==> src/include/line_ctrl_pkg.sv <==
// Constants, register map and types for the serial line control block
package line_ctrl_pkg;

   ////////////////////////////////////////////////////////////////////////////
   // Geometry
   localparam int NUM_PORTS    = 6;   // Ports 2 to 7, index 0 is port 2
   localparam int LOW_PORTS    = 5;   // Ports 2 to 6 share one register set
   localparam int MODE_PORTS   = 7;   // Mode information covers ports 1 to 7
   localparam int ADDR_W       = 4;
   localparam int DATA_W       = 16;
   localparam int FLOW_W       = 3;
   localparam int OUT_W        = 2;
   localparam int STAT_W       = 2;

   ////////////////////////////////////////////////////////////////////////////
   // Register indices
   localparam logic [3:0] REG_COMM_MODE_INFO  = 4'h0;
   localparam logic [3:0] REG_LINE_STATUS_LO  = 4'h1;
   localparam logic [3:0] REG_FLOW_OPTION_LO  = 4'h2;
   localparam logic [3:0] REG_OUT_OPTION_LO   = 4'h3;
   localparam logic [3:0] REG_LINE_STATUS_P7  = 4'h4;
   localparam logic [3:0] REG_FLOW_OPTION_P7  = 4'h5;
   localparam logic [3:0] REG_OUT_OPTION_P7   = 4'h6;
   localparam logic [3:0] REG_IRQ_STATUS      = 4'h7;
   localparam logic [3:0] REG_IRQ_ENABLE      = 4'h8;
   localparam logic [3:0] REG_IRQ_CLEAR       = 4'h9;

   // Bit positions inside the line status field
   localparam int STAT_DSR_BIT = 0;
   localparam int STAT_DTR_BIT = 1;

   ////////////////////////////////////////////////////////////////////////////
   // Input flow option encodings
   localparam logic [2:0] FLOW_NONE      = 3'h0;
   localparam logic [2:0] FLOW_BOTH_ON   = 3'h1;
   localparam logic [2:0] FLOW_BOTH_OFF  = 3'h2;
   localparam logic [2:0] FLOW_BUSY_ON   = 3'h3;
   localparam logic [2:0] FLOW_BUSY_OFF  = 3'h4;

   // Output option encodings
   localparam logic [1:0] OUT_RUN        = 2'h0;
   localparam logic [1:0] OUT_OFF        = 2'h1;
   localparam logic [1:0] OUT_RX_READY   = 2'h2;
   localparam logic [1:0] OUT_RUN_ALT    = 2'h3;

   ////////////////////////////////////////////////////////////////////////////
   // Reset values
   localparam logic [2:0]  FLOW_RESET   = 3'h0;
   localparam logic [1:0]  OUT_RESET    = 2'h0;
   localparam logic [15:0] DATA_ZERO    = 16'h0000;

   ////////////////////////////////////////////////////////////////////////////
   // Timing
   localparam longint CLK_HZ              = 25000000;
   localparam longint BUSY_TIMEOUT_S      = 5;
   localparam longint BUSY_TIMEOUT_CYCLES = BUSY_TIMEOUT_S * CLK_HZ;

   ////////////////////////////////////////////////////////////////////////////
   // Options latched at the start of a transfer
   typedef struct packed
   {
      logic [2:0] flow;
      logic [1:0] out;
   } option_type;

   // Per port permission from the flow option
   typedef struct packed
   {
      logic tx_ok;
      logic rx_ok;
   } permit_type;

endpackage

==> src/rtl/serial_port_line_control.sv <==
// Line control for serial ports 2 to 7: status, flow gating, terminal-ready drive
//
// Implementation choices: the register addresses and strobed register access.
`timescale 1ns/1ps

module serial_port_line_control
#(
   parameter longint BUSY_TIMEOUT_CYCLES = line_ctrl_pkg::BUSY_TIMEOUT_CYCLES
)
(
   // Clock and reset
   input  wire logic        clk,
   input  wire logic        nrst,
   // Register port
   input  wire logic [3:0]  addr,
   input  wire logic [15:0] wdata,
   input  wire logic        wr,
   input  wire logic        rd,
   output      logic [15:0] rdata,
   // Controller state, same clock
   input  wire logic        running,
   input  wire logic        end_of_scan,
   input  wire logic [6:0]  maint_mode,
   // Frame engine, same clock, index 0 is port 2
   input  wire logic [5:0]  tx_start,
   input  wire logic [5:0]  rx_start,
   input  wire logic [5:0]  tx_active,
   input  wire logic [5:0]  rx_ready,
   output      logic [5:0]  tx_enable,
   output      logic [5:0]  rx_enable,
   output      logic [5:0]  tx_abort,
   // Line pins
   input  wire logic [5:0]  dsr_pin,
   output      logic [5:0]  dtr_pin,
   output      logic [5:0]  rts_pin,
   // Interrupt
   output      logic        irq
);

   localparam int NP  = line_ctrl_pkg::NUM_PORTS;
   localparam int LP  = line_ctrl_pkg::LOW_PORTS;
   localparam int FW  = line_ctrl_pkg::FLOW_W;
   localparam int OW  = line_ctrl_pkg::OUT_W;
   localparam int SW  = line_ctrl_pkg::STAT_W;
   localparam int CW  = $clog2(BUSY_TIMEOUT_CYCLES + 1);
   localparam logic [CW-1:0] LIMIT = CW'(BUSY_TIMEOUT_CYCLES - 1);

   ////////////////////////////////////////////////////////////////////////////
   // Flow option decode; undefined codes fall back to no flow control
   function automatic line_ctrl_pkg::permit_type permit
   (
      input logic [2:0] flow,
      input logic       dsr
   );
      line_ctrl_pkg::permit_type p;
      p = '{tx_ok: 1'b1, rx_ok: 1'b1};
      case (flow)
         line_ctrl_pkg::FLOW_BOTH_ON:  p = '{tx_ok: dsr, rx_ok: dsr};
         line_ctrl_pkg::FLOW_BOTH_OFF: p = '{tx_ok: !dsr, rx_ok: !dsr};
         line_ctrl_pkg::FLOW_BUSY_ON:  p = '{tx_ok: dsr, rx_ok: 1'b1};
         line_ctrl_pkg::FLOW_BUSY_OFF: p = '{tx_ok: !dsr, rx_ok: 1'b1};
         default:                      p = '{tx_ok: 1'b1, rx_ok: 1'b1};
      endcase
      return p;
   endfunction

   function automatic logic [2:0] flow_clean
   (
      input logic [2:0] flow
   );
      logic [2:0] f;
      f = flow;
      if (flow > line_ctrl_pkg::FLOW_BUSY_OFF)
      begin
         f = line_ctrl_pkg::FLOW_NONE;
      end
      return f;
   endfunction

   ////////////////////////////////////////////////////////////////////////////
   // Pin synchroniser; only the second stage is read
   logic [5:0] dsr_meta;
   logic [5:0] dsr_sync;

   always_ff @(posedge clk)
   begin
      if (!nrst)
      begin
         dsr_meta <= 6'h00;
         dsr_sync <= 6'h00;
      end
      else
      begin
         dsr_meta <= dsr_pin;
         dsr_sync <= dsr_meta;
      end
   end

   ////////////////////////////////////////////////////////////////////////////
   // Register write decode
   logic wr_flow_lo;
   logic wr_out_lo;
   logic wr_flow_p7;
   logic wr_out_p7;
   logic wr_enable;
   logic wr_clear;

   assign wr_flow_lo = wr && (addr == line_ctrl_pkg::REG_FLOW_OPTION_LO);
   assign wr_out_lo  = wr && (addr == line_ctrl_pkg::REG_OUT_OPTION_LO);
   assign wr_flow_p7 = wr && (addr == line_ctrl_pkg::REG_FLOW_OPTION_P7);
   assign wr_out_p7  = wr && (addr == line_ctrl_pkg::REG_OUT_OPTION_P7);
   assign wr_enable  = wr && (addr == line_ctrl_pkg::REG_IRQ_ENABLE);
   assign wr_clear   = wr && (addr == line_ctrl_pkg::REG_IRQ_CLEAR);

   ////////////////////////////////////////////////////////////////////////////
   // Per port logic
   logic [15:0] status_lo_view;
   logic [15:0] flow_lo_view;
   logic [15:0] out_lo_view;
   logic [15:0] status_p7_view;
   logic [15:0] flow_p7_view;
   logic [15:0] out_p7_view;
   logic [5:0]  timeout_event;
   logic [5:0]  next_dtr;

   genvar i;
   generate
      for (i = 0; i < NP; i++)
      begin : g_port
         // Port 7 uses its own register set at the low bits
         localparam bit IS_P7 = (i == NP - 1);
         localparam int FB    = IS_P7 ? 0 : i * FW;
         localparam int OB    = IS_P7 ? 0 : i * OW;
         localparam int SB    = IS_P7 ? 0 : i * SW;

         logic [2:0]                flow_opt;
         logic [1:0]                out_opt;
         line_ctrl_pkg::option_type live;
         line_ctrl_pkg::permit_type perm;
         logic [1:0]                line_stat;
         logic [CW-1:0]             busy_cnt;
         logic                      user;
         logic                      busy_wait;
         logic                      wr_f;
         logic                      wr_o;

         assign wr_f = IS_P7 ? wr_flow_p7 : wr_flow_lo;
         assign wr_o = IS_P7 ? wr_out_p7  : wr_out_lo;

         // Options as software wrote them
         always_ff @(posedge clk)
         begin
            if (!nrst)
            begin
               flow_opt <= line_ctrl_pkg::FLOW_RESET;
            end
            else if (wr_f)
            begin
               flow_opt <= wdata[FB +: FW];
            end
         end

         always_ff @(posedge clk)
         begin
            if (!nrst)
            begin
               out_opt <= line_ctrl_pkg::OUT_RESET;
            end
            else if (wr_o)
            begin
               out_opt <= wdata[OB +: OW];
            end
         end

         // Options take effect only when a transfer begins
         always_ff @(posedge clk)
         begin
            if (!nrst)
            begin
               live <= '{flow: line_ctrl_pkg::FLOW_RESET, out: line_ctrl_pkg::OUT_RESET};
            end
            else if (tx_start[i] || rx_start[i])
            begin
               live <= '{flow: flow_clean(flow_opt), out: out_opt};
            end
         end

         // Port index i is port i+2; bit 0 of the mode vector is port 1
         assign user = !maint_mode[i + 1];

         always_comb
         begin
            if (user)
            begin
               perm = permit(live.flow, dsr_sync[i]);
            end
            else
            begin
               perm = '{tx_ok: 1'b1, rx_ok: 1'b1};
            end
         end

         always_comb
         begin
            if (!user)
            begin
               next_dtr[i] = 1'b1;
            end
            else
            begin
               case (live.out)
                  line_ctrl_pkg::OUT_RUN:      next_dtr[i] = running;
                  line_ctrl_pkg::OUT_OFF:      next_dtr[i] = 1'b0;
                  line_ctrl_pkg::OUT_RX_READY: next_dtr[i] = running && rx_ready[i] && perm.rx_ok;
                  line_ctrl_pkg::OUT_RUN_ALT:  next_dtr[i] = running;
                  default:                     next_dtr[i] = running;
               endcase
            end
         end

         always_ff @(posedge clk)
         begin
            if (!nrst)
            begin
               tx_enable[i] <= 1'b0;
               rx_enable[i] <= 1'b0;
               dtr_pin[i]   <= 1'b0;
               rts_pin[i]   <= 1'b1;
            end
            else
            begin
               tx_enable[i] <= perm.tx_ok;
               rx_enable[i] <= perm.rx_ok;
               dtr_pin[i]   <= next_dtr[i];
               rts_pin[i]   <= 1'b1;
            end
         end

         // Busy watchdog; counts only while set-ready stalls transmission under FLOW_BUSY_ON or FLOW_BUSY_OFF
         assign busy_wait = user && tx_active[i] && !perm.tx_ok &&
                            ((live.flow == line_ctrl_pkg::FLOW_BUSY_ON) ||
                             (live.flow == line_ctrl_pkg::FLOW_BUSY_OFF));

         always_ff @(posedge clk)
         begin
            if (!nrst || !busy_wait)
            begin
               busy_cnt <= '0;
            end
            else if (busy_cnt != LIMIT)
            begin
               busy_cnt <= busy_cnt + CW'(1);
            end
         end

         // One abort per stall: the counter stops at the limit
         assign timeout_event[i] = busy_wait && (busy_cnt == LIMIT - CW'(1));

         always_ff @(posedge clk)
         begin
            if (!nrst)
            begin
               tx_abort[i] <= 1'b0;
            end
            else
            begin
               tx_abort[i] <= timeout_event[i];
            end
         end

         // Line status snapshot, once per scan
         always_ff @(posedge clk)
         begin
            if (!nrst)
            begin
               line_stat <= 2'h0;
            end
            else if (end_of_scan)
            begin
               line_stat[line_ctrl_pkg::STAT_DTR_BIT] <= dtr_pin[i];
               line_stat[line_ctrl_pkg::STAT_DSR_BIT] <= dsr_sync[i];
            end
         end

         // Readback views
         if (IS_P7)
         begin : g_hi
            assign status_p7_view = {{(16 - SW){1'b0}}, line_stat};
            assign flow_p7_view   = {{(16 - FW){1'b0}}, flow_opt};
            assign out_p7_view    = {{(16 - OW){1'b0}}, out_opt};
         end
         else
         begin : g_lo
            assign status_lo_view[SB +: SW] = line_stat;
            assign flow_lo_view[FB +: FW]   = flow_opt;
            assign out_lo_view[OB +: OW]    = out_opt;
         end
      end
   endgenerate

   // Unused upper bits of the shared views
   assign status_lo_view[15:LP*SW] = '0;
   assign flow_lo_view[15:LP*FW]   = '0;
   assign out_lo_view[15:LP*OW]    = '0;

   ////////////////////////////////////////////////////////////////////////////
   // Interrupts: sticky timeout flags, set wins over clear
   logic [5:0] irq_status;
   logic [5:0] irq_enable;

   always_ff @(posedge clk)
   begin
      if (!nrst)
      begin
         irq_status <= 6'h00;
      end
      else
      begin
         irq_status <= (irq_status & ~(wr_clear ? wdata[5:0] : 6'h00)) | timeout_event;
      end
   end

   always_ff @(posedge clk)
   begin
      if (!nrst)
      begin
         irq_enable <= 6'h00;
      end
      else if (wr_enable)
      begin
         irq_enable <= wdata[5:0];
      end
   end

   // Looks at the updated status a cycle late; keeps the pin glitch free
   always_ff @(posedge clk)
   begin
      if (!nrst)
      begin
         irq <= 1'b0;
      end
      else
      begin
         irq <= |(irq_status & irq_enable);
      end
   end

   ////////////////////////////////////////////////////////////////////////////
   // Read data, one cycle after the strobe, zero otherwise
   logic [15:0] next_rdata;

   always_comb
   begin
      case (addr)
         line_ctrl_pkg::REG_COMM_MODE_INFO: next_rdata = {9'h000, maint_mode};
         line_ctrl_pkg::REG_LINE_STATUS_LO: next_rdata = status_lo_view;
         line_ctrl_pkg::REG_FLOW_OPTION_LO: next_rdata = flow_lo_view;
         line_ctrl_pkg::REG_OUT_OPTION_LO:  next_rdata = out_lo_view;
         line_ctrl_pkg::REG_LINE_STATUS_P7: next_rdata = status_p7_view;
         line_ctrl_pkg::REG_FLOW_OPTION_P7: next_rdata = flow_p7_view;
         line_ctrl_pkg::REG_OUT_OPTION_P7:  next_rdata = out_p7_view;
         line_ctrl_pkg::REG_IRQ_STATUS:     next_rdata = {10'h000, irq_status};
         line_ctrl_pkg::REG_IRQ_ENABLE:     next_rdata = {10'h000, irq_enable};
         default:                           next_rdata = line_ctrl_pkg::DATA_ZERO;
      endcase
   end

   always_ff @(posedge clk)
   begin
      if (!nrst)
      begin
         rdata <= line_ctrl_pkg::DATA_ZERO;
      end
      else if (rd)
      begin
         rdata <= next_rdata;
      end
      else
      begin
         rdata <= line_ctrl_pkg::DATA_ZERO;
      end
   end

endmodule

==> config.mk <==
export PLATFORM = sky130hd
export DESIGN_NAME = serial_port_line_control
export DESIGN_NICKNAME = d
export VERILOG_FILES = /design/src/include/line_ctrl_pkg.sv /design/src/rtl/serial_port_line_control.sv
export SDC_FILE = /design/constraint.sdc
export NUM_CORES = 1
export LEC_CHECK = 0
export ABC_AREA = 0
export BUFFER_PORTS_ARGS = -buffer_cell sky130_fd_sc_hd__buf_2
export CORE_ASPECT_RATIO = 0.7
export CORE_MARGIN = 2
export CORE_UTILIZATION = 60
export DETAILED_ROUTE_END_ITERATION = 8
export PLACE_DENSITY = 0.84
export SYNTH_ARGS = -nofsm -noshare
export SYNTH_HDL_FRONTEND = slang
export SYNTH_SLANG_ARGS = --single-unit
==> constraint.sdc <==
create_clock -name clk -period 2.1 [get_ports clk]
set_input_delay 0.315 -clock clk [delete_from_list [all_inputs] [get_ports clk]]
set_output_delay 0.315 -clock clk [all_outputs]
set_load 0.02 [all_outputs]
After elaboration in Yosys (flattened, before gate mapping). Cells that the tools add are included.

Add/subtract/negate cells: 6. Multiplexer cells: 32. Bitwise operators: 4. Eq/ne operators: 63. Order comparisons: 6. Reduce and logical (&&, ||, !) cells: 100.

Operator list (count): adder 27 x 1 -> 27 bit, second input constant (6); equality test 27 bit, second input constant (6); != test 27 bit, second input constant (6); one-hot mux 15 bit (9 select lines) (1); one-hot mux 2 bit (4 select lines) (6); logical AND 1 bit (42); equality test 3 x 2 -> 1 bit, second input constant (12); zero test 1 bit (25); equality test 2 bit, second input constant (12); equality test 3 x 1 -> 1 bit, second input constant (6); equality test 3 bit, second input constant (6); > comparator 3 bit, second input constant (6); logical OR 1 bit (18); 2-to-1 mux 3 bit (6); one-hot mux 1 bit (3 select lines) (6); equality test 4 x 3 -> 1 bit, second input constant (4); AND 6 bit (2); equality test 2 x 1 -> 1 bit, second input constant (6); zero test 2 bit (6); 2-to-1 mux 2 bit (6); OR reduction 2 bit (6); equality test 4 x 2 -> 1 bit, second input constant (2); equality test 4 bit, second input constant (2); 2-to-1 mux 1 bit (6); other kinds (7) (7).

Output and inout port bits: 47. Bits in registers: 299.

Longest topological paths before layout. Gate-level depths: netlist of the first run.

Word-level depth: 8. Gate-level depth with buffers: 7.

Worst setup path before layout of the first run. No wires, ideal clock.

Kind: reg-to-reg. Start point: reg g_port[1].busy_cnt[13]. End point: reg g_port[1].busy_cnt[6]. Arrival: 1.746 ns. Library setup time: 0.114 ns. Required time: 1.986 ns. Setup slack: 0.239 ns. Stages on the path, launching flop included: 7. Cells stage by stage: dfxtp_1 or4_1 or4_1 buf_6 o2111ai_2 xor2_1 nor2_1.

Word-level cells in the longest chain between the ends: 1.

RTL lines: start: declaration (RTL line serial_port_line_control.sv:141) `logic [CW-1:0] busy_cnt;`; start signal: assignment (RTL line serial_port_line_control.sv:252) `busy_cnt <= busy_cnt + CW'(1);`; != test 27 bit (RTL line serial_port_line_control.sv:250) `else if (busy_cnt != LIMIT)`.

No other way between the ends. A chain may end at the register's enable or synchronous reset.

Worst setup path after layout of the first run.
Start point: reg g_port[4].busy_cnt[21]. End point: reg irq_status[4].

Word-level cells in the longest chain between the ends: 3.

RTL lines: start: declaration (RTL line serial_port_line_control.sv:141); start signal: assignment (RTL line serial_port_line_control.sv:252); equality test 27 bit (RTL line serial_port_line_control.sv:257) `assign timeout_event[i] = busy_wait && (busy_cnt == LIMIT - CW'(1));`; logical AND 1 bit (RTL line serial_port_line_control.sv:257); OR 6 bit (RTL line serial_port_line_control.sv:319) `irq_status <= (irq_status & ~(wr_clear ? wdata[5:0] : 6'h00)) | timeout_event;`; end signal: assignment (RTL line serial_port_line_control.sv:319); end: declaration (RTL line serial_port_line_control.sv:308) `logic [5:0] irq_status;`.

No other way between the ends.

==> flow_metrics.py, run 1 <==
metrics = {
    "status": {
        "outcome": "complete, no violations",
    },
    "finish": {
        "fillers": 1686,
        "nets": 1785,
        "drive_gt1_share_pct": 12.8,
        "seq_area_mm2": 0.00597,
        "synthToLayoutAreaGrowth_pct": 13.7,
        "finalCoreUtilization_pct": 70.4,
        "multiInputGateArea_mm2": 0.00718,
    },
    "yosys": {
        "seq_area_frac_synth_pct": 44.0,
        "yosys.area_share.adder_pct": 2.21,
        "synth_compound_area_share_pct": 9.24,
        "ys_seq_elements": 298,
        "synth_xor_xnor_area_share_pct": 8.01,
        "yosys.cell_types.count": 75,
        "yosys.area_share.simple_pct": 29.7,
        "synth.top_cells.by_area": "dfxtp_1 44%, nor2_1 6.6%, xnor2_1 4.4%, nand2_1 4.0%, xor2_1 3.6%",
        "synth_area_leader_cell": "dfxtp_1",
        "muxShareOfSynthArea_pct": 3.42,
        "synth_cells": 1579,
        "ys_async_sr_fraction_pct": 0,
        "yosys_warnings": 0,
        "synth_top_family_by_area": "simple AND/OR/NAND/NOR gates",
        "synth_common_cells": "298 x dfxtp_1, 240 x nor2_1, 144 x nand2_1",
        "avgSynthCellArea_um2": 8.59,
        "syn-cell-area_mm2": 0.0136,
        "synth_edf_count": 0,
        "synth_flop_cell": "dfxtp_1",
        "synth_most_common_cell": "dfxtp_1",
        "synth_top_area_share_pct": 44.0,
    },
    "worst_setup_path": {
        "cp.arrival_ns": 2.44,
        "crit_chain": "nand3_1 -> or4_1 -> nor3_1 -> and2_1 -> a31o_1",
        "max_stage_delay_ns": 0.60,
        "start_kind": "flop",
        "regToRegSetupSlack_ns": 0.15,
        "end_kind": "flop",
        "crit_type": "reg -> reg",
        "crit_path_max_fanout": 5,
        "cp-startpoint": "g_port[4].busy_cnt[21]",
        "crit_slowest_cell": "or4_1",
        "worst_ep_required_time_ns": 2.58,
        "r2r-start": "g_port[4].busy_cnt[21]",
    },
    "routing": {
        "postRouteAntennaNets": 0,
        "wl_per_cell_um": 16.3,
        "drt-initial-drc-count": 1131,
        "firstDrtPassIters": 6,
        "routed-via-count": 11800,
        "vias_per_cell": 5.90,
        "wirelength_um": 32600,
        "drc": 0,
    },
    "global_route": {
        "grt_max_degree": 35,
        "track_usage_pct": 26.9,
        "grt_overflow_total": 0,
        "grt_pass1_vias": 10600,
        "grt_pass1_wl_um": 52900,
        "antenna_found_initial": 6,
    },
    "sta": {
        "period_minus_slack_ns": 1.95,
        "slew_viol_final": 0,
        "tns_ns": 0,
        "rsz0062_at_grt": "false",
        "finalSetupViolCount": 0,
        "hold_viol": 0,
        "max_freq_ghz": 0.512,
        "fin_skew_ns": 0.00978,
        "slew_headroom_pct": 56.1,
        "finalCritPeriodShare_pct": 93.1,
        "fin_ws_ns": 0.146,
        "tightest_slew_ns": 0.654,
    },
    "clock_tree": {
        "cts.sinks": 298,
        "clk_pin_slew_ns": 0.07,
        "clk_latency_ns": 0.54,
        "tritoncts": "done",
        "cts-root-buf": "clkbuf_16",
        "cts.path.max_buffers": 3,
        "h-tree-depth": 1,
        "cts_made_buffers": 27,
    },
    "floorplanning": {
        "core_mm2": 0.0219,
        "io_pins": 110,
        "die_area_mm2": 0.0238,
        "start_util_pct": 61.9,
        "num_rows": 45,
        "die_w_um": 184,
        "die_h_um": 130,
    },
    "placement": {
        "io_buffers": 101,
        "dp_slack_ns": 0.0293,
        "hpwl_um": 23100,
        "globalplace.congestion": 0.916,
    },
    "pwr": {
        "p_per_area_mw_per_mm2": 714,
        "ir_drop_uv": 659,
        "p_leak_uw": 0.00534,
    },
    "worst_hold_path": {
        "hp-start": "dsr_pin[3]",
        "holdCritPathClass": "in -> reg",
    },
    "flow_run": {
        "max_cap_viol_count": 0,
    },
}
## placed cells by master, fill, tap and decap left out, drive strengths merged, types with 34 or more instances in the layout
cell type	Yosys	routed
dfxtp	298	298
nor2	241	241
nand2	144	144
buf	21	142
a21oi	89	89
xnor2	68	68
nand3	65	65
xor2	56	56
nor3	52	52
nand4	51	51
o21ai	50	50
inv	42	43
clkbuf	44	37
mux2i	34	34
## worst paths after layout
check | end | cells after the start
max | irq_status[4] | 5
min | dsr_meta[3] | 2
min reg2reg | dsr_sync[4] | 1
max reg2reg | irq_status[4] | 5
## critical path: cells and delay by family (launching register included)
| kind | cells | cell delay, ns |
|---|---|---|
| AOI/OAI and AO/OA | 1 | 0.11 |
| DFF | 1 | 0.38 |
| and+or+nand+nor | 4 | 1.41 |
## cells by family (layout without fill, tap and decap cells)
kind of cell               after synthesis  in the layout
xor gates and xnor gates               124            124
and+or+nand+nor                        773            773
AOI/OAI and AO/OA                      209            209
buffers and inverters                  107            240
adders and majority gates               24             24
DFF                                    298            298
muxes                                   42             42
other                                    2             11
## report_power, final
| part | internal (uW) | switching, uW |
|---|---|---|
| clock network | 2720 | 2100 |
| logic | 155 | 274 |
| registers | 5710 | 37.3 |
| total | 8580 | 2420 |
## area by class of cell
class	count	share of cell area, %
Sequential cell	298	38.7
Timing Repair Buffer	150	5.80
Antenna cell	4	0.0649
Clock buffer	37	4.82
Clock inverter	11	0.739
Inverter	42	1.02
Multi-Input combinational cell	1179	46.6
Tap cell	282	2.29
## what timing repair did
| item | in CTS | in global routing |
|---|---|---|
| hold endpoints to repair | 8 | 0 |
| hold buffers | 8 | 0 |
| gates resized for setup | 0 | 3 |
| setup endpoints to repair | 0 | 6 |
| setup buffers | 0 | 0 |
## per-stage QoR
stage                     total power (uW)  hold slack, ns  instances  instance area [um2]
after floorplan                       6090           0.412       1584                13600
after global placement                6260           0.417       1943                14500
after detailed placement              6280           0.418       1943                14500
after CTS                            11100         0.00412       1999                15400
after global routing                 11300          0.0198       2002                15400
final                                11000          0.0252       2003                15400
## flip-flops by register name, summed over array words and instances (netlist names), 12 cells and up
name and cells:
g_port.busy_cnt 162, g_port.live 30, g_port.flow_opt 18, rdata 15, g_port.line_stat 12, g_port.out_opt 12
## metal layers
| layer | up-vias | share of wire, % | GRT usage, % |
|---|---|---|---|
| li1 | 5773 | - | - |
| met1 | 5528 | 46 | 38.9 |
| met2 | 471 | 43 | 41.1 |
| met3 | 44 | 9.2 | 6.39 |
| met4 | 2 | 1.7 | 5.84 |
| met5 | - | 0.040 | 0 |
No activity file was read; power rests on OpenSTA's default activity.
==> inputs of run 2 (changes only) <==
BUFFER_PORTS_ARGS = -buffer_cell sky130_fd_sc_hd__buf_4   (was -buffer_cell sky130_fd_sc_hd__buf_2)
REMOVE_ABC_BUFFERS = 1   (was unset)
==> flow_metrics.py, run 2 (synthesis results as in run 1) <==
metrics = {
    "worst_setup_path": {
        "r2r-start": "g_port[1].busy_cnt[10]",
        "end_kind": "flop",
        "crit_type": "reg -> reg",
        "regToRegSetupSlack_ns": 0.11,
        "timing.rr.end": "g_port[1].busy_cnt[0]",
        "rr_worst_depth": 6,
        "endpoint": "g_port[1].busy_cnt[0]",
        "crit_path_max_fanout": 5,
        "cp.arrival_ns": 2.43,
        "worst_ep_required_time_ns": 2.54,
        "cp-startpoint": "g_port[1].busy_cnt[10]",
        "start_kind": "flop",
    },
    "clock_tree": {
        "clk_pin_slew_ns": 0.06,
        "cts-root-buf": "clkbuf_16",
        "cts.sinks": 298,
        "cts.path.max_buffers": 3,
        "h-tree-depth": 1,
        "clk_latency_ns": 0.55,
        "cts_made_buffers": 28,
        "tritoncts": "done",
    },
    "finish": {
        "largest_register_ffs": 162,
        "regMostFlops": "g_port.busy_cnt",
        "final_common_cell": "dfxtp_1",
        "nets": 1788,
        "layout_common_cells": "298 x dfxtp_1, 240 x nor2_1, 145 x buf_4",
        "finalCoreUtilization_pct": 71.8,
        "largest_registers": "g_port.busy_cnt: 162 flops, g_port.live: 30 flops, g_port.flow_opt: 18 flops",
        "diodes": 0,
        "synthToLayoutAreaGrowth_pct": 15.9,
        "drive_gt1_share_pct": 13.1,
        "stdcell_area_mm2": 0.0157,
    },
    "floorplanning": {
        "start_util_pct": 61.9,
        "die_h_um": 130,
        "die_w_um": 184,
        "core_mm2": 0.0219,
        "num_rows": 45,
        "io_pins": 110,
        "die_area_mm2": 0.0238,
    },
    "sta": {
        "max_freq_ghz": 0.503,
        "tightest_slew_ns": 0.713,
        "period_minus_slack_ns": 1.99,
        "hold_viol": 0,
        "tns_ns": 0,
        "slew_headroom_pct": 51.8,
        "slew_viol_final": 0,
        "finalCritPeriodShare_pct": 94.7,
        "fin_skew_ns": 0.0214,
        "rsz0062_at_grt": "false",
        "finalSetupViolCount": 0,
    },
    "routing": {
        "vias_per_cell": 5.90,
        "wl_per_cell_um": 16.4,
        "firstDrtPassIters": 5,
        "drc": 0,
        "wirelength_um": 32700,
        "postRouteAntennaNets": 0,
        "drt-initial-drc-count": 953,
        "routed-via-count": 11800,
    },
    "global_route": {
        "antenna_found_initial": 1,
        "grt_overflow_total": 0,
        "grt_pass1_wl_um": 53100,
        "track_usage_pct": 27.0,
        "grt_pass1_vias": 10900,
        "grt_max_degree": 28,
    },
    "pwr": {
        "finalPower_uw": 11200,
        "p_per_area_mw_per_mm2": 711,
        "ir_drop_uv": 773,
        "p_leak_uw": 0.00545,
    },
    "placement": {
        "dpl_cell_area_mm2": 0.0147,
        "hpwl_um": 23000,
        "io_buffers": 101,
        "globalplace.congestion": 0.886,
    },
    "worst_hold_path": {
        "hp-start": "maint_mode[3]",
        "holdCritPathClass": "in -> reg",
    },
    "status": {
        "outcome": "complete, no violations",
    },
    "flow_run": {
        "max_cap_viol_count": 0,
    },
}
==> run 2: cell types whose count changed in the layout (fill, tap and decap cells not counted), moves of 2 or more <==
| cell | previous run | this run |
|---|---|---|
| buf_4 | 41 | 145 |
| buf_2 | 101 | 0 |
| diode_2 | 4 | 0 |
| clkbuf_1 | 7 | 5 |
| clkbuf_16 | 27 | 29 |
| clkinvlp_4 | 2 | 0 |
| dlygate4sd3_1 | 8 | 6 |
==> run 2: worst max-delay path, stage by stage (launching register included) <==
cell     delay, ns
dfxtp_1       0.35
or4_1         0.54
or4_4         0.47
buf_4         0.19
nor2_4        0.15
xnor2_1       0.14
nor2_1        0.06
==> run 2: how the worst min path moves through the flow <==
stage | cells after the start | slack [ns] | to
2_1_floorplan | 1 | 0.41 | dsr_sync[0]
3_3_place_gp | 1 | 0.42 | dsr_sync[4]
3_5_place_dp | 1 | 0.42 | dsr_sync[5]
4_1_cts | 3 | 0.02 | dtr_pin[2]
5_1_grt | 3 | 0.03 | g_port[3].out_opt[1]
6_report | 3 | 0.03 | dtr_pin[2]
==> run 2: cell type report <==
type / instances / area, um2
flip-flops and latches: 298 / 5970
fillers: 1662 / 6190
repair buffers: 152 / 1170
well taps: 282 / 353
clock buffers: 37 / 786
inverters: 42 / 158
clock inverters: 9 / 95.1
multi-input cells: 1179 / 7190
==> run 2: routing by layer <==
layer,track usage [%],part of all wire [%],vias to the layer above
met2,42.4,43,417
met4,9.46,3.1,0
met5,0,0,-
li1,-,-,5775
met1,38.1,46,5534
met3,4.24,7.4,75
==> run 2: report_power, final <==
group          switching, uW  internal, uW  total [uW]  leakage (uW)
Combinational            274           199         473       0.00260
Clock                   2110          2850        4960      0.000440
Sequential              38.6          5710        5750       0.00241
==> run 2: timing repair <==
item,in CTS,in global routing
buffers inserted,0,3
gates resized for setup,0,5
endpoints found under the setup margin,0,17
hold buffers,6,0
hold endpoints to repair,6,0
==> run 2: through the flow <==
step / setup slack (ns) / hold slack (ns) / instances
floorplan: 0.122 / 0.412 / 1519
global placement: 0.154 / 0.420 / 1944
detailed placement: 0.123 / 0.422 / 1944
CTS: 0.0879 / 0.0185 / 1996
global route: 0.0179 / 0.0319 / 1999
finish: 0.111 / 0.0338 / 1999
==> inputs of run 3 (changes only) <==
CORE_ASPECT_RATIO = 0.8   (was 0.7)
RECOVER_POWER = 50   (was unset)
SETUP_SLACK_MARGIN = 0.3   (was unset)
==> flow_metrics.py, run 3 (synthesis results as in run 1) <==
metrics = {
    "worst_setup_path": {
        "crit_path_max_fanout": 3,
        "start_kind": "flop",
        "worst_ep_required_time_ns": 2.56,
        "timing.critical_path.mode_cell": "or4_4",
        "crit_slowest_cell": "or4_4",
        "r2r-start": "g_port[1].busy_cnt[10]",
        "crit_type": "reg -> reg",
        "max_stage_delay_ns": 0.51,
        "end_kind": "flop",
        "critPathBufInv": 1,
        "critical-path-top-delay-family": "simple AND/OR/NAND/NOR gates",
        "cp-startpoint": "g_port[1].busy_cnt[10]",
        "crit_chain": "or4_4 -> or4_4 -> buf_4 -> o21ai_2 -> xor2_1 -> nor2_1",
        "cp.arrival_ns": 2.42,
    },
    "sta": {
        "rsz0062_at_grt": "true",
        "max_freq_ghz": 0.508,
        "slew_headroom_pct": 37.6,
        "tightest_slew_ns": 0.936,
        "period_minus_slack_ns": 1.97,
        "finalCritPeriodShare_pct": 93.7,
        "finalSetupViolCount": 0,
        "slew_viol_final": 0,
        "fin_skew_ns": 0.0187,
        "hold_slack_ns": 0.0150,
        "tns_ns": 0,
        "hold_viol": 0,
    },
    "pwr": {
        "ir_drop_uv": 643,
        "p_per_area_mw_per_mm2": 728,
        "p_leak_uw": 0.00555,
    },
    "routing": {
        "vias_per_cell": 5.88,
        "postRouteAntennaNets": 0,
        "wl_per_cell_um": 16.4,
        "wirelength_um": 33600,
        "drt-initial-drc-count": 1051,
        "routed-via-count": 12000,
        "drc": 0,
        "firstDrtPassIters": 6,
    },
    "clock_tree": {
        "clk_pin_slew_ns": 0.07,
        "tritoncts": "done",
        "cts.sinks": 298,
        "cts-root-buf": "clkbuf_16",
        "cts.path.max_buffers": 3,
        "cts_made_buffers": 29,
        "clk_latency_ns": 0.56,
        "h-tree-depth": 1,
    },
    "global_route": {
        "antenna_found_initial": 0,
        "grt_max_degree": 32,
        "track_usage_pct": 26.5,
        "grt_overflow_total": 0,
        "grt_pass1_vias": 11000,
        "grt_pass1_wl_um": 52800,
    },
    "finish": {
        "final_cells": 2042,
        "layout_common_cells": "253 x dfxtp_1, 238 x nor2_1, 142 x nand2_1",
        "fillers": 1614,
        "drive_gt1_share_pct": 17.2,
        "synthToLayoutAreaGrowth_pct": 19.8,
        "final_common_cell": "dfxtp_1",
        "regMostFlops": "g_port.busy_cnt",
        "diodes": 0,
        "nets": 1800,
        "largest_registers": "g_port.busy_cnt: 162 flops, g_port.live: 30 flops, g_port.flow_opt: 18 flops",
        "largest_register_ffs": 162,
    },
    "worst_hold_path": {
        "hp-start": "dsr_pin[3]",
        "holdCritPathClass": "in -> reg",
    },
    "placement": {
        "dp.cells": 1966,
        "globalplace.congestion": 0.891,
        "io_buffers": 101,
        "hpwl_um": 22400,
    },
    "floorplanning": {
        "start_util_pct": 60.8,
        "die_h_um": 138,
        "io_pins": 110,
        "core_mm2": 0.0223,
        "die_w_um": 172,
        "num_rows": 49,
        "die_area_mm2": 0.0238,
    },
    "status": {
        "outcome": "complete, no violations",
    },
    "flow_run": {
        "max_cap_viol_count": 0,
    },
}
## run 3: changes by cell type in the layout (fill, tap and decap cells not counted), sizes merged
cell | previous run | this run
clkbuf | 37 | 91
buf | 146 | 101
inv | 42 | 44
clkinvlp | 0 | 3
bufinv | 2 | 6
dlygate4sd3 | 6 | 7
## run 3: final timing paths
check                                to  slack, ns  cells past startpoint
setup / recovery  g_port[1].busy_cnt[4]       0.13                      6
setup reg to reg  g_port[1].busy_cnt[4]       0.13                      6
hold reg to reg             dsr_sync[0]       0.43                      1
hold / removal              dsr_meta[3]       0.02                      2
## run 3: metrics by stage
stage | setup WS, ns | power [uW] | util [%] | cell area (um2)
6_report | 0.133 | 11800 | 72.8 | 16200
5_1_grt | 0.0584 | 12100 | 72.8 | 16200
4_1_cts | 0.178 | 11900 | 71.7 | 16000
3_5_place_dp | 0.0924 | 6320 | 66.1 | 14800
3_3_place_gp | 0.149 | 6310 | 66.1 | 14800
2_1_floorplan | 0.122 | 6050 | - | 13300
## run 3: final cells by class
cell class / count / area, um2 / share of cell area, %
clock buffers: 36 / 782 / 4.82
multi-input cells: 1179 / 7550 / 46.5
inverters: 42 / 158 / 0.971
flip-flops and latches: 298 / 6040 / 37.2
well taps: 306 / 383 / 2.36
repair buffers: 163 / 1070 / 6.56
clock inverters: 18 / 259 / 1.59
## run 3: layer usage
| metal | GRT usage (%) | vias to the layer above | routed length, um |
|---|---|---|---|
| met2 | 42.5 | 396 | 15600 |
| met4 | 9.11 | 0 | 1060 |
| met1 | 36.6 | 5725 | 14700 |
| met3 | 4.04 | 72 | 2220 |
| met5 | 0 | - | 0 |
| li1 | - | 5817 | - |
## run 3: what timing repair did
action,in CTS,in global routing
buffers inserted,4,11
hold endpoints to repair,8,0
endpoints found under the setup margin,67,112
hold buffers,7,0
resized for setup,29,103
pin swaps,15,20
## run 3: power breakdown
part,internal (uW),switching [uW]
Combinational,173,268
Sequential,5700,38.2
Clock,3390,2240
